<file path="src/common/adc_cfg.svh">
// register offsets, field positions, reset values and timing figures of the measurement setup block
`ifndef ADC_CFG_SVH
`define ADC_CFG_SVH
`define SETUP_ADDR        6'h01
`define SCALE_ADDR        6'h02
`define MAIN_CFG_ADDR     6'h00
`define SWRST_BIT         15
`define MODE_MSB          15
`define MODE_LSB          12
`define BUSCT_MSB         11
`define BUSCT_LSB         9
`define SHCT_MSB          8
`define SHCT_LSB          6
`define TCT_MSB           5
`define TCT_LSB           3
`define MEAN_MSB          2
`define MEAN_LSB          0
`define SETUP_RESET       16'hFB68
`define SCALE_RESET       15'h1000
`define CLK_MHZ           50
`define CT0_US            50
`define CT1_US            84
`define CT2_US            150
`define CT3_US            280
`define CT4_US            540
`define CT5_US            1052
`define CT6_US            2074
`define CT7_US            4120
`endif

</file>
<file path="src/common/adc_pkg.sv">
// types shared by the measurement setup block
package adc_pkg;
    typedef struct packed {
        logic [3:0] mode;
        logic [2:0] busTime;
        logic [2:0] shuntTime;
        logic [2:0] tempTime;
        logic [2:0] meanCount;
    } setup_type;

    typedef struct packed {
        logic        write;
        logic        read;
        logic [5:0]  addr;
        logic [15:0] wdata;
    } reg_req_type;

    typedef enum logic [1:0] {
        CH_BUS,
        CH_SHUNT,
        CH_TEMP
    } channel_type;
endpackage : adc_pkg

</file>
<file path="src/hdl/adc_measurement_config.sv">
// measurement setup and shunt scaling registers with the conversion scheduler
// How it works
// - mode field bits 15:12, resets to Fh
// - codes 0 and 8 mean shutdown
// - codes 1-7 run one triggered pass
// - codes 9-15 repeat passes continuously
// - bus time field bits 11:9, reset 5
// - shunt time field bits 8:6, reset 5
// - temperature time field bits 5:3, reset 5
// - time codes map 50 to 4120 us
// - mean count bits 2:0, reset 0, all channels
// - mean codes select 1 to 1024 samples
// - results update only after full averaging
// - scaling bit 15 reads zero
// - 15-bit scaling constant, reset 1000h, scales current
// - scaling constant sets current resolution
// - software reset restores defaults, self-clears
`timescale 1ns/100ps
`default_nettype none
`include "adc_cfg.svh"
module adc_measurement_config (
    input  wire logic                core_clk,     // core clock
    input  wire logic                rst,          // sync reset, active high
    input  wire adc_pkg::reg_req_type req,         // register access from serial engine
    output logic [15:0]              rdata,        // read data, registered
    input  wire logic signed [15:0]  shuntSample,  // raw shunt sample from modulator
    input  wire logic        [15:0]  busSample,    // raw bus sample
    input  wire logic signed [15:0]  tempSample,   // raw temperature sample
    output logic                     convActive,   // a channel is converting
    output logic [1:0]               activeChan,   // channel being converted
    output logic                     resultValid,  // one-cycle pulse, result updated
    output logic signed [15:0]       shuntResult,  // averaged shunt voltage
    output logic        [15:0]       busResult,    // averaged bus voltage
    output logic signed [15:0]       tempResult,   // averaged temperature
    output logic signed [31:0]       currentResult // shunt result times scaling constant
);
    adc_pkg::setup_type setup;
    logic [14:0]        scale;
    logic               softReset;
    logic               passPending;
    logic               timerStart;
    logic               timerBusy;
    logic               timerDone;
    logic [2:0]         chanTime;
    logic [10:0]        sampleCount;
    logic signed [26:0] accum;
    adc_pkg::channel_type chan;

    function automatic logic [10:0] mean_samples(input logic [2:0] code);
        case (code)
            3'h0: mean_samples = 11'd1;
            3'h1: mean_samples = 11'd4;
            3'h2: mean_samples = 11'd16;
            3'h3: mean_samples = 11'd64;
            3'h4: mean_samples = 11'd128;
            3'h5: mean_samples = 11'd256;
            3'h6: mean_samples = 11'd512;
            default: mean_samples = 11'd1024;
        endcase
    endfunction : mean_samples

    function automatic logic [3:0] mean_shift(input logic [2:0] code);
        case (code)
            3'h0: mean_shift = 4'd0;
            3'h1: mean_shift = 4'd2;
            3'h2: mean_shift = 4'd4;
            3'h3: mean_shift = 4'd6;
            3'h4: mean_shift = 4'd7;
            3'h5: mean_shift = 4'd8;
            3'h6: mean_shift = 4'd9;
            default: mean_shift = 4'd10;
        endcase
    endfunction : mean_shift

    // channel enable mask: bit0 bus, bit1 shunt, bit2 temperature
    function automatic logic chan_on(input logic [3:0] mode, input adc_pkg::channel_type c);
        case (c)
            adc_pkg::CH_BUS:   chan_on = mode[0];
            adc_pkg::CH_SHUNT: chan_on = mode[1];
            default:           chan_on = mode[2];
        endcase
    endfunction : chan_on

    wire logic shutdown   = (setup.mode[2:0] == 3'h0);
    wire logic continuous = setup.mode[3];
    wire logic wrSetup    = req.write && (req.addr == `SETUP_ADDR);
    wire logic skipChan   = passPending && !shutdown && !timerBusy && !timerDone && !chan_on(setup.mode, chan);
    // a pass ends on the temperature slot, by its result or by skipping it, so a bus-only pass also ends
    wire logic passEnd    = (chan == adc_pkg::CH_TEMP) && ((timerDone && sampleCount == 11'd1) || skipChan);

    assign softReset = req.write && (req.addr == `MAIN_CFG_ADDR) && req.wdata[`SWRST_BIT];

    always_ff @(posedge core_clk)
    begin
        if (rst || softReset)
        begin
            setup <= adc_pkg::setup_type'(`SETUP_RESET);
            scale <= `SCALE_RESET;
        end
        else if (wrSetup)
        begin
            setup.mode      <= req.wdata[`MODE_MSB:`MODE_LSB];
            setup.busTime   <= req.wdata[`BUSCT_MSB:`BUSCT_LSB];
            setup.shuntTime <= req.wdata[`SHCT_MSB:`SHCT_LSB];
            setup.tempTime  <= req.wdata[`TCT_MSB:`TCT_LSB];
            setup.meanCount <= req.wdata[`MEAN_MSB:`MEAN_LSB];
        end
        else if (req.write && req.addr == `SCALE_ADDR)
            scale <= req.wdata[14:0];
    end

    // read data; the software reset bit always reads back zero since it self-clears
    always_ff @(posedge core_clk)
    begin
        if (rst)
            rdata <= 16'h0000;
        else if (req.read)
        begin
            if (req.addr == `SETUP_ADDR)
                rdata <= setup;
            else if (req.addr == `SCALE_ADDR)
                rdata <= {1'b0, scale};
            else
                rdata <= 16'h0000;
        end
    end

    // a pass is armed by any setup write with a live code; continuous modes re-arm at pass end
    always_ff @(posedge core_clk)
    begin
        if (rst || softReset)
            passPending <= 1'b1;
        else if (wrSetup)
            passPending <= (req.wdata[14:12] != 3'h0);
        else if (passEnd)
            passPending <= continuous;
    end

    always_comb
    begin
        case (chan)
            adc_pkg::CH_BUS:   chanTime = setup.busTime;
            adc_pkg::CH_SHUNT: chanTime = setup.shuntTime;
            default:           chanTime = setup.tempTime;
        endcase
    end

    // skipped channels take no time; the walk bus, shunt, temp runs one channel per cycle when off
    assign timerStart = passPending && !shutdown && !timerBusy && !timerDone && chan_on(setup.mode, chan);

    always_ff @(posedge core_clk)
    begin
        if (rst || softReset || wrSetup)
        begin
            chan        <= adc_pkg::CH_BUS;
            sampleCount <= 11'd0;
            accum       <= '0;
            resultValid <= 1'b0;
        end
        else
        begin
            resultValid <= 1'b0;
            if (timerStart && sampleCount == 11'd0)
            begin
                sampleCount <= mean_samples(setup.meanCount);
                accum       <= '0;
            end
            else if (skipChan)
                chan <= (chan == adc_pkg::CH_TEMP) ? adc_pkg::CH_BUS : adc_pkg::channel_type'(chan + 2'd1);
            if (timerDone)
            begin
                case (chan)
                    adc_pkg::CH_BUS:   accum <= accum + 27'(busSample);
                    adc_pkg::CH_SHUNT: accum <= accum + 27'(shuntSample);
                    default:           accum <= accum + 27'(tempSample);
                endcase
                sampleCount <= sampleCount - 11'd1;
                if (sampleCount == 11'd1)
                begin
                    resultValid <= 1'b1;
                    chan <= (chan == adc_pkg::CH_TEMP) ? adc_pkg::CH_BUS : adc_pkg::channel_type'(chan + 2'd1);
                end
            end
        end
    end

    // results move only when the last sample of the averaging run lands
    always_ff @(posedge core_clk)
    begin
        if (rst || softReset)
        begin
            shuntResult   <= 16'sh0000;
            busResult     <= 16'h0000;
            tempResult    <= 16'sh0000;
            currentResult <= 32'sh00000000;
        end
        else if (timerDone && sampleCount == 11'd1)
        begin
            case (chan)
                adc_pkg::CH_BUS:
                    busResult <= 16'((accum + 27'(busSample)) >>> mean_shift(setup.meanCount));
                adc_pkg::CH_SHUNT:
                begin
                    shuntResult   <= 16'((accum + 27'(shuntSample)) >>> mean_shift(setup.meanCount));
                    // scaling constant gives the current lsb weight
                    currentResult <= 32'(16'((accum + 27'(shuntSample)) >>> mean_shift(setup.meanCount))
                                     * $signed({1'b0, scale}));
                end
                default:
                    tempResult <= 16'((accum + 27'(tempSample)) >>> mean_shift(setup.meanCount));
            endcase
        end
    end

    assign convActive = timerBusy;
    assign activeChan = chan;

    conv_timer u_timer (
        .core_clk (core_clk),
        .rst      (rst || softReset || wrSetup),
        .start    (timerStart),
        .timeCode (chanTime),
        .busy     (timerBusy),
        .done     (timerDone)
    );
endmodule : adc_measurement_config
`default_nettype wire

</file>
<file path="src/hdl/conv_timer.sv">
// one-channel conversion timer: counts the selected duration then pulses done
`timescale 1ns/100ps
`default_nettype none
`include "adc_cfg.svh"
module conv_timer #(
    parameter int CLK_MHZ = `CLK_MHZ
) (
    input  wire logic       core_clk,  // core clock
    input  wire logic       rst,       // sync reset
    input  wire logic       start,     // begin one conversion
    input  wire logic [2:0] timeCode,  // duration select
    output logic            busy,      // converting
    output logic            done       // one-cycle pulse at end
);
    localparam int CW = 18;
    logic [CW-1:0] count;

    function automatic logic [CW-1:0] cycles(input logic [2:0] code);
        int us;
        case (code)
            3'h0: us = `CT0_US;
            3'h1: us = `CT1_US;
            3'h2: us = `CT2_US;
            3'h3: us = `CT3_US;
            3'h4: us = `CT4_US;
            3'h5: us = `CT5_US;
            3'h6: us = `CT6_US;
            default: us = `CT7_US;
        endcase
        cycles = CW'(us * CLK_MHZ);
    endfunction : cycles

    always_ff @(posedge core_clk)
    begin
        if (rst)
        begin
            count <= '0;
            busy  <= 1'b0;
            done  <= 1'b0;
        end
        else
        begin
            done <= 1'b0;
            if (start && !busy)
            begin
                count <= cycles(timeCode) - CW'(1);
                busy  <= 1'b1;
            end
            else if (busy)
            begin
                if (count == '0)
                begin
                    busy <= 1'b0;
                    done <= 1'b1;
                end
                else
                    count <= count - CW'(1);
            end
        end
    end
endmodule : conv_timer
`default_nettype wire
</file>
<file path="config.mk">
export PLATFORM = sky130hd
export DESIGN_NAME = adc_measurement_config
export DESIGN_NICKNAME = d
export VERILOG_FILES = /design/src/common/adc_pkg.sv /design/src/hdl/adc_measurement_config.sv /design/src/hdl/conv_timer.sv
export VERILOG_INCLUDE_DIRS = /design/src /design/src/common
export SDC_FILE = /design/constraint.sdc
export NUM_CORES = 2
export LEC_CHECK = 0
export ABC_AREA = 1
export BUFFER_PORTS_ARGS = -buffer_cell sky130_fd_sc_hd__clkbuf_2
export CORE_AREA = 10 10 345 347
export CTS_BUF_LIST = sky130_fd_sc_hd__clkbuf_16
export CTS_CLUSTER_DIAMETER = 150
export DETAILED_ROUTE_END_ITERATION = 16
export DIE_AREA = 0 0 355 357
export PLACE_DENSITY_LB_ADDON = 0.25
export SETUP_SLACK_MARGIN = 0.4
export SYNTH_ARGS = -nofsm -noshare
export SYNTH_HDL_FRONTEND = slang
export SYNTH_SLANG_ARGS = --single-unit
</file>
<file path="constraint.sdc">
create_clock -name core_clk -period 8.2 [get_ports core_clk]
set_clock_uncertainty 0.2 [all_clocks]
set_input_delay 0.41 -clock core_clk [delete_from_list [all_inputs] [get_ports core_clk]]
set_output_delay 0.41 -clock core_clk [all_outputs]
set_load 0.05 [all_outputs]
</file>
Yosys cells after proc, flatten, opt, wreduce, memory -nomap -nowiden
Index checks and enable logic that the tools add are counted.
{ "op_classes": {"addsub": 7, "multipliers": 2, "n_eq_ne": 18, "shifts": 3, "muxes": 38, "n_bitwise": 4, "n_reduce_logical": 39} }
{ "op_table": {"columns": ["cell", "count"], "rows": [
  ["13-bit case mux with 7 select lines", 1],
  ["27-bit by 16-bit adder with 27-bit output", 3],
  ["27-bit by 4-bit >>> shifter with 16-bit output", 3],
  ["11-bit case mux with 7 select lines", 1],
  ["32-bit two-way mux", 2],
  ["18-bit two-way mux", 3],
  ["27-bit two-way mux", 2],
  ["27-bit case mux with 2 select lines", 1],
  ["4-bit two-way mux", 9],
  ["18-bit by 1-bit subtractor with 18-bit output (second input constant)", 2],
  ["16-bit by 16-bit multiplier with 32-bit output", 1],
  ["32-bit by 6-bit multiplier with 17-bit output (second input constant)", 1],
  ["4-bit case mux with 7 select lines", 1],
  ["11-bit two-way mux", 2],
  ["3-bit equality test (second input constant)", 6],
  ["18-bit logical NOT", 1],
  ["16-bit two-way mux", 1],
  ["15-bit two-way mux", 1],
  ["1-bit logical AND", 13],
  ["3-bit by 2-bit equality test with 1-bit output (second input constant)", 4],
  ["11-bit by 1-bit equality test with 1-bit output (second input constant)", 1],
  ["11-bit logical NOT", 1],
  ["11-bit by 1-bit subtractor with 11-bit output (second input constant)", 1],
  ["2-bit two-way mux", 5],
  ["other kinds (21)", 45]
]} }
{ "totals": {"ff_bits": 189, "elab_cells": 130} }

Logic depth before layout (Yosys ltp)
{ "logic_depth": {"word_depth": 12, "mapped_depth": 47, "mapped_depth_nobuf": 47} }

By module
A second synthesis with hierarchy kept.
{ "unflattened": {"hier_cells": 4121, "area_unflattened_um2": 27249.9} }
{ "by_module_without_submodules": {"columns": ["mod", "instances", "cells_each", "area_per_inst_um2", "seq_area_each_um2"], "rows": [
  ["adc_measurement_config", 1, 3733, 24753.7, 3383.2],
  ["conv_timer", 1, 388, 2496.1, 400.4]
]} }

Least setup slack after synthesis
No wires, ideal clock.
{ "synth_timing": {"kind": "input-to-reg", "from": "in shuntSample[0]", "to": "reg currentResult[29]", "setup_ns": 0.114, "t_arrival_ns": 7.129, "required_time_ns": 7.886, "slack_ns": 0.757, "cell_stages": 40, "path_buffers": 0, "path_cell_list": "ha_1 -> inv_1 -> fa_1 -> inv_1 -> nand3_1 -> nand2_4 -> nand2_2 -> nand2_2 -> nand2_1 -> nand2_1 -> nand2_1 -> nand3_1 -> nand3_1 -> nand2_1 -> nand2_2 -> nand3_4 -> nand2_8 -> nor2_4 -> [4 not listed] -> fa_1 -> fa_1 -> fa_1 -> inv_1 -> fa_1 -> inv_1 -> ha_1 -> a21o_1 -> o21bai_1 -> a21oi_1 -> nand3_1 -> nand2_1 -> nand2_1 -> a21o_1 -> nand2_1 -> nand2_1 -> o21bai_1 -> inv_1"} }
{ "synth_between": {"elab_chain_cells": 3} }
{ "synth_lines": {"columns": ["element", "line_no", "source"], "rows": [
  ["start: declaration", "adc_measurement_config.sv:26", "input wire logic signed [15:0] shuntSample,"],
  ["27-bit by 16-bit adder with 27-bit output", "adc_measurement_config.sv:206", "currentResult <= 32'(16'((accum + 27'(shuntSample)) >>> mean_shift(setup.meanCount))"],
  ["27-bit by 4-bit >>> shifter with 16-bit output", "adc_measurement_config.sv:206", null],
  ["16-bit by 16-bit multiplier with 32-bit output", "adc_measurement_config.sv:207", "* $signed({1'b0, scale}));"],
  ["end signal: assignment", "adc_measurement_config.sv:206", null],
  ["end: declaration", "adc_measurement_config.sv:35", "output logic signed [31:0] currentResult"]
]} }
Every way passes these cells.
A chain may end at the register's enable or synchronous reset.

Final worst setup path
{ "layout_timing": {"from": "reg accum[21]", "to": "reg currentResult[21]"} }
{ "layout_between": {"elab_chain_cells": 3} }
{ "layout_lines": {"columns": ["element", "line_no", "source"], "rows": [
  ["start: declaration", "adc_measurement_config.sv:46", "logic signed [26:0] accum;"],
  ["start signal: assignment", "adc_measurement_config.sv:173", "adc_pkg::CH_BUS: accum <= accum + 27'(busSample);"],
  ["start signal: assignment", "adc_measurement_config.sv:174", "adc_pkg::CH_SHUNT: accum <= accum + 27'(shuntSample);"],
  ["start signal: assignment", "adc_measurement_config.sv:175", "default: accum <= accum + 27'(tempSample);"],
  ["27-bit by 16-bit adder with 27-bit output", "adc_measurement_config.sv:206", null],
  ["27-bit by 4-bit >>> shifter with 16-bit output", "adc_measurement_config.sv:206", null],
  ["16-bit by 16-bit multiplier with 32-bit output", "adc_measurement_config.sv:207", null]
]} }
Every way passes these cells.

==> impl_metrics.yaml <==
status:
  outcome: "finished, final reports clean"
final_layout:
  finish.utilization_pct: 30.62
  fin_area_um2: 34310
  drive_above_1_share_pct: 19.93
  layoutNonFillerInstCount: 6090
  syn2layout_area_growth_pct: 23.74
  diodes: 0
  nets: 5089
  fill_cells: 12560
  regArea_um2: 3812
  multiInputGateArea_um2: 22050
logic_synthesis:
  synth_fa_ha_area_share_pct: 26.62
  avgSynthCellArea_um2: 6.521
  synth-compound-area-share_pct: 11.41
  synth_top_cell_area_share_pct: 18.27
  synthArstFlopShare_pct: 0
  synth_seq_cells: 189
  synth_simple_gate_area_share_pct: 33.73
  yosysMostFrequentCell: "nand2_1"
  netlist_top_cells_count: "nand2_1 (1062), inv_1 (730), nand3_1 (514), nor2_1 (330), fa_1 (253)"
  synth-xor-area-share_pct: 1.643
  postSynthCellCount: 4252
  synth_top_family_by_area: "simple AND/OR/NAND/NOR gates"
  synth_area_um2: 27730
  muxShareOfSynthArea_pct: 0
  synth.largest_area_cell: "fa_1"
  synthTopCellsByArea: "fa_1 (18%), nand2_1 (14%), dfxtp_1 (14%)"
  ys.flop_type: "dfxtp_1"
  yosysUniqueCellTypes: 62
  syn_nets: 4764
  synth_edf_count: 0
  yosysWarnings: 0
  ys_seq_area_share_pct: 13.65
place:
  port_buffers: 173
  placed_area_um2: 31310
  gp_congestion: 0.9712
  dpl.cell_count: 5986
  dp_hpwl_mm: 96.31
route:
  drc: 0
  wl_per_cell_um: 19.11
  viasPerCell: 4.758
  ant_nets: 0
  drtIter0Drc: 2436
  drtPass1Iterations: 6
  vias: 28980
  routed_wl_mm: 116.4
worst_setup_path:
  crit_path_top_delay_cell: "fa_1"
  path_common_cell: "fa_1"
  crit_buf_inv: 7
  crit_family: "adder cells"
  required_ns: 8.43
  critPathKind: "flop to flop"
  cp.depth: 33
  cp_max_fo: 6
  reg2reg_depth: 33
  arrival_ns: 7.86
  worstSetupStartpointType: "flop"
  critPathMaxStageDelay_ns: 0.55
  cp-end-kind: "flop"
power_and_ir_drop:
  leakage_uw: 0.01722
  finalPower_uw: 2958
  p_per_area_nw_per_um2: 86.23
  ir_worst_vdd_mv: 0.08807
die:
  ios: 174
  die-area_um2: 126700
  fp.dieH_um: 357
  coreArea_um2: 112000
  row_count: 123
  start_util_pct: 24.75
  dieWidth_um: 355
worst_hold_path:
  holdPathStages: 3
  hold_path.class: "input port to flop"
global_routing:
  met1_usage_pct: 24.05
  grt_start_max_net_pins: 75
  grtUsageMet2_pct: 29.22
  antenna_found_initial: 1
  grt_usage_pct: 17.87
  grt_pass1_vias: 28540
  top_usage_layer: "met2"
  grt_pass1_wl_mm: 174.8
  grt.met3_usage_pct: 3.328
  grt-ovfl-total: 0
timing:
  fin_crit_sh_pct: 93.01
  setup_violations: 0
  slew_violations: 0
  slew_headroom_pct: 34.53
  fmax_ghz: 0.1311
  period_minus_slack_ns: 7.627
  hold_viol_final: 0
  fin_tns_setup_ns: 0
  rsz0062_at_grt: "true"
  tightestPinTransition_ns: 0.9807
run:
  drv_cap: 0
cts:
  cts_tree: "built"
  clk_pin_slew_ns: 0.09
  cts_buffers: 17
  cts_sinks: 189
  htreeDepth: 4
  clock_latency_ns: 0.51
  max-clock-path-buffers: 2
  clockRootBuffer: "clkbuf_16"
[through the flow]
step | hold slack [ns] | worst slack [ns]
2_1_floorplan | 0.2376 | 0.7575
3_3_place_gp | 0.2543 | -0.09273
3_5_place_dp | 0.2542 | -0.03784
4_1_cts | 0.02493 | 0.4071
5_1_grt | 0.06007 | 0.2164
6_report | 0.05616 | 0.5732
[power breakdown]
part / switching [µW] / internal (µW) / leakage (µW)
Sequential: 32.3 / 948 / 0.00154
Combinational: 704 / 408 / 0.0154
Clock: 463 / 404 / 0.000284
Total: 1200 / 1760 / 0.0172
[cell families after synthesis]
family | count (synthesis)
other | 1
adder cells (fa/ha/maj) | 438
AO/OA/AOI/OAI | 541
XOR/XNOR | 52
flip-flops | 189
buffers and inverters | 914
AND/OR/NAND/NOR | 2117
[final timing paths]
check	startpoint	endpoint	slack, ns
max	accum[21]	currentResult[21]	0.57
min	req[4]	setup[4]	0.06
max reg2reg	accum[21]	currentResult[21]	0.57
min reg2reg	currentResult[3]	currentResult[3]	0.26
[layout make-up]
cell class	instances	share of cell area (%)
Timing Repair Buffer	439	8.796
Multi-Input combinational cell	3149	64.27
Clock buffer	17	1.240
Inverter	781	8.654
Clock inverter	15	0.4559
Sequential cell	189	11.11
Tap cell	1500	5.470
[layout by cell type (no fill, tap or decap), drive strengths merged, types with 2 or more instances in the layout]
cell and instances:
a31oi 19, a221oi 2, a21oi 224, nor3 30, inv 776, o21ai 159
xor2 27, a211oi 7, nand4 57, xnor2 25, nand2 1101, a22oi 3
o22ai 7, dfxtp 189, o21a 23, a21boi 3, a32oi 2, o221ai 19
nor2 354, nor4 7, fa 253, buf 254, nand3 536, clkinv 19
a21o 11, nand3b 12, dlygate4sd3 12, o211ai 26, o2111ai 6, and2 8
or2 10, clkbuf 190, ha 185, o21bai 25, a31o 3
[worst reg2reg max path: cells and delay by family, from the launching register on]
family | cells | cell delay [ns]
adders and majority gates | 8 | 3.74
and+or+nand+nor | 12 | 1.69
AOI/OAI and AO/OA | 6 | 0.93
buffers and inverters | 7 | 0.54
DFF | 1 | 0.45
[sequential cells by signal, summed over array words and instances, names as in the netlist]
register       count
accum             27
activeChan         2
busResult         16
continuous         1
currentResult     32
passPending        1
rdata             16
resultValid        1
sampleCount       11
scale             15
setup             15
shuntResult       16
tempResult        16
u_timer.busy       1
u_timer.count     18
u_timer.done       1
[what timing repair did]
item	4_1_cts	5_1_grt
hold buffers	12	0
endpoints found under the setup margin	17	20
gates resized for setup	36	404
gates cloned	0	0
pin swaps	10	156
hold endpoints to repair	15	0
buffers inserted	4	56
[metal layers]
metal	vias to the layer above	routed length (µm)
met5	-	0
met4	0	2465
met3	108	7928
met2	852	53050
met1	13860	52960
li1	14160	-
(Power assumes the default switching activity.)
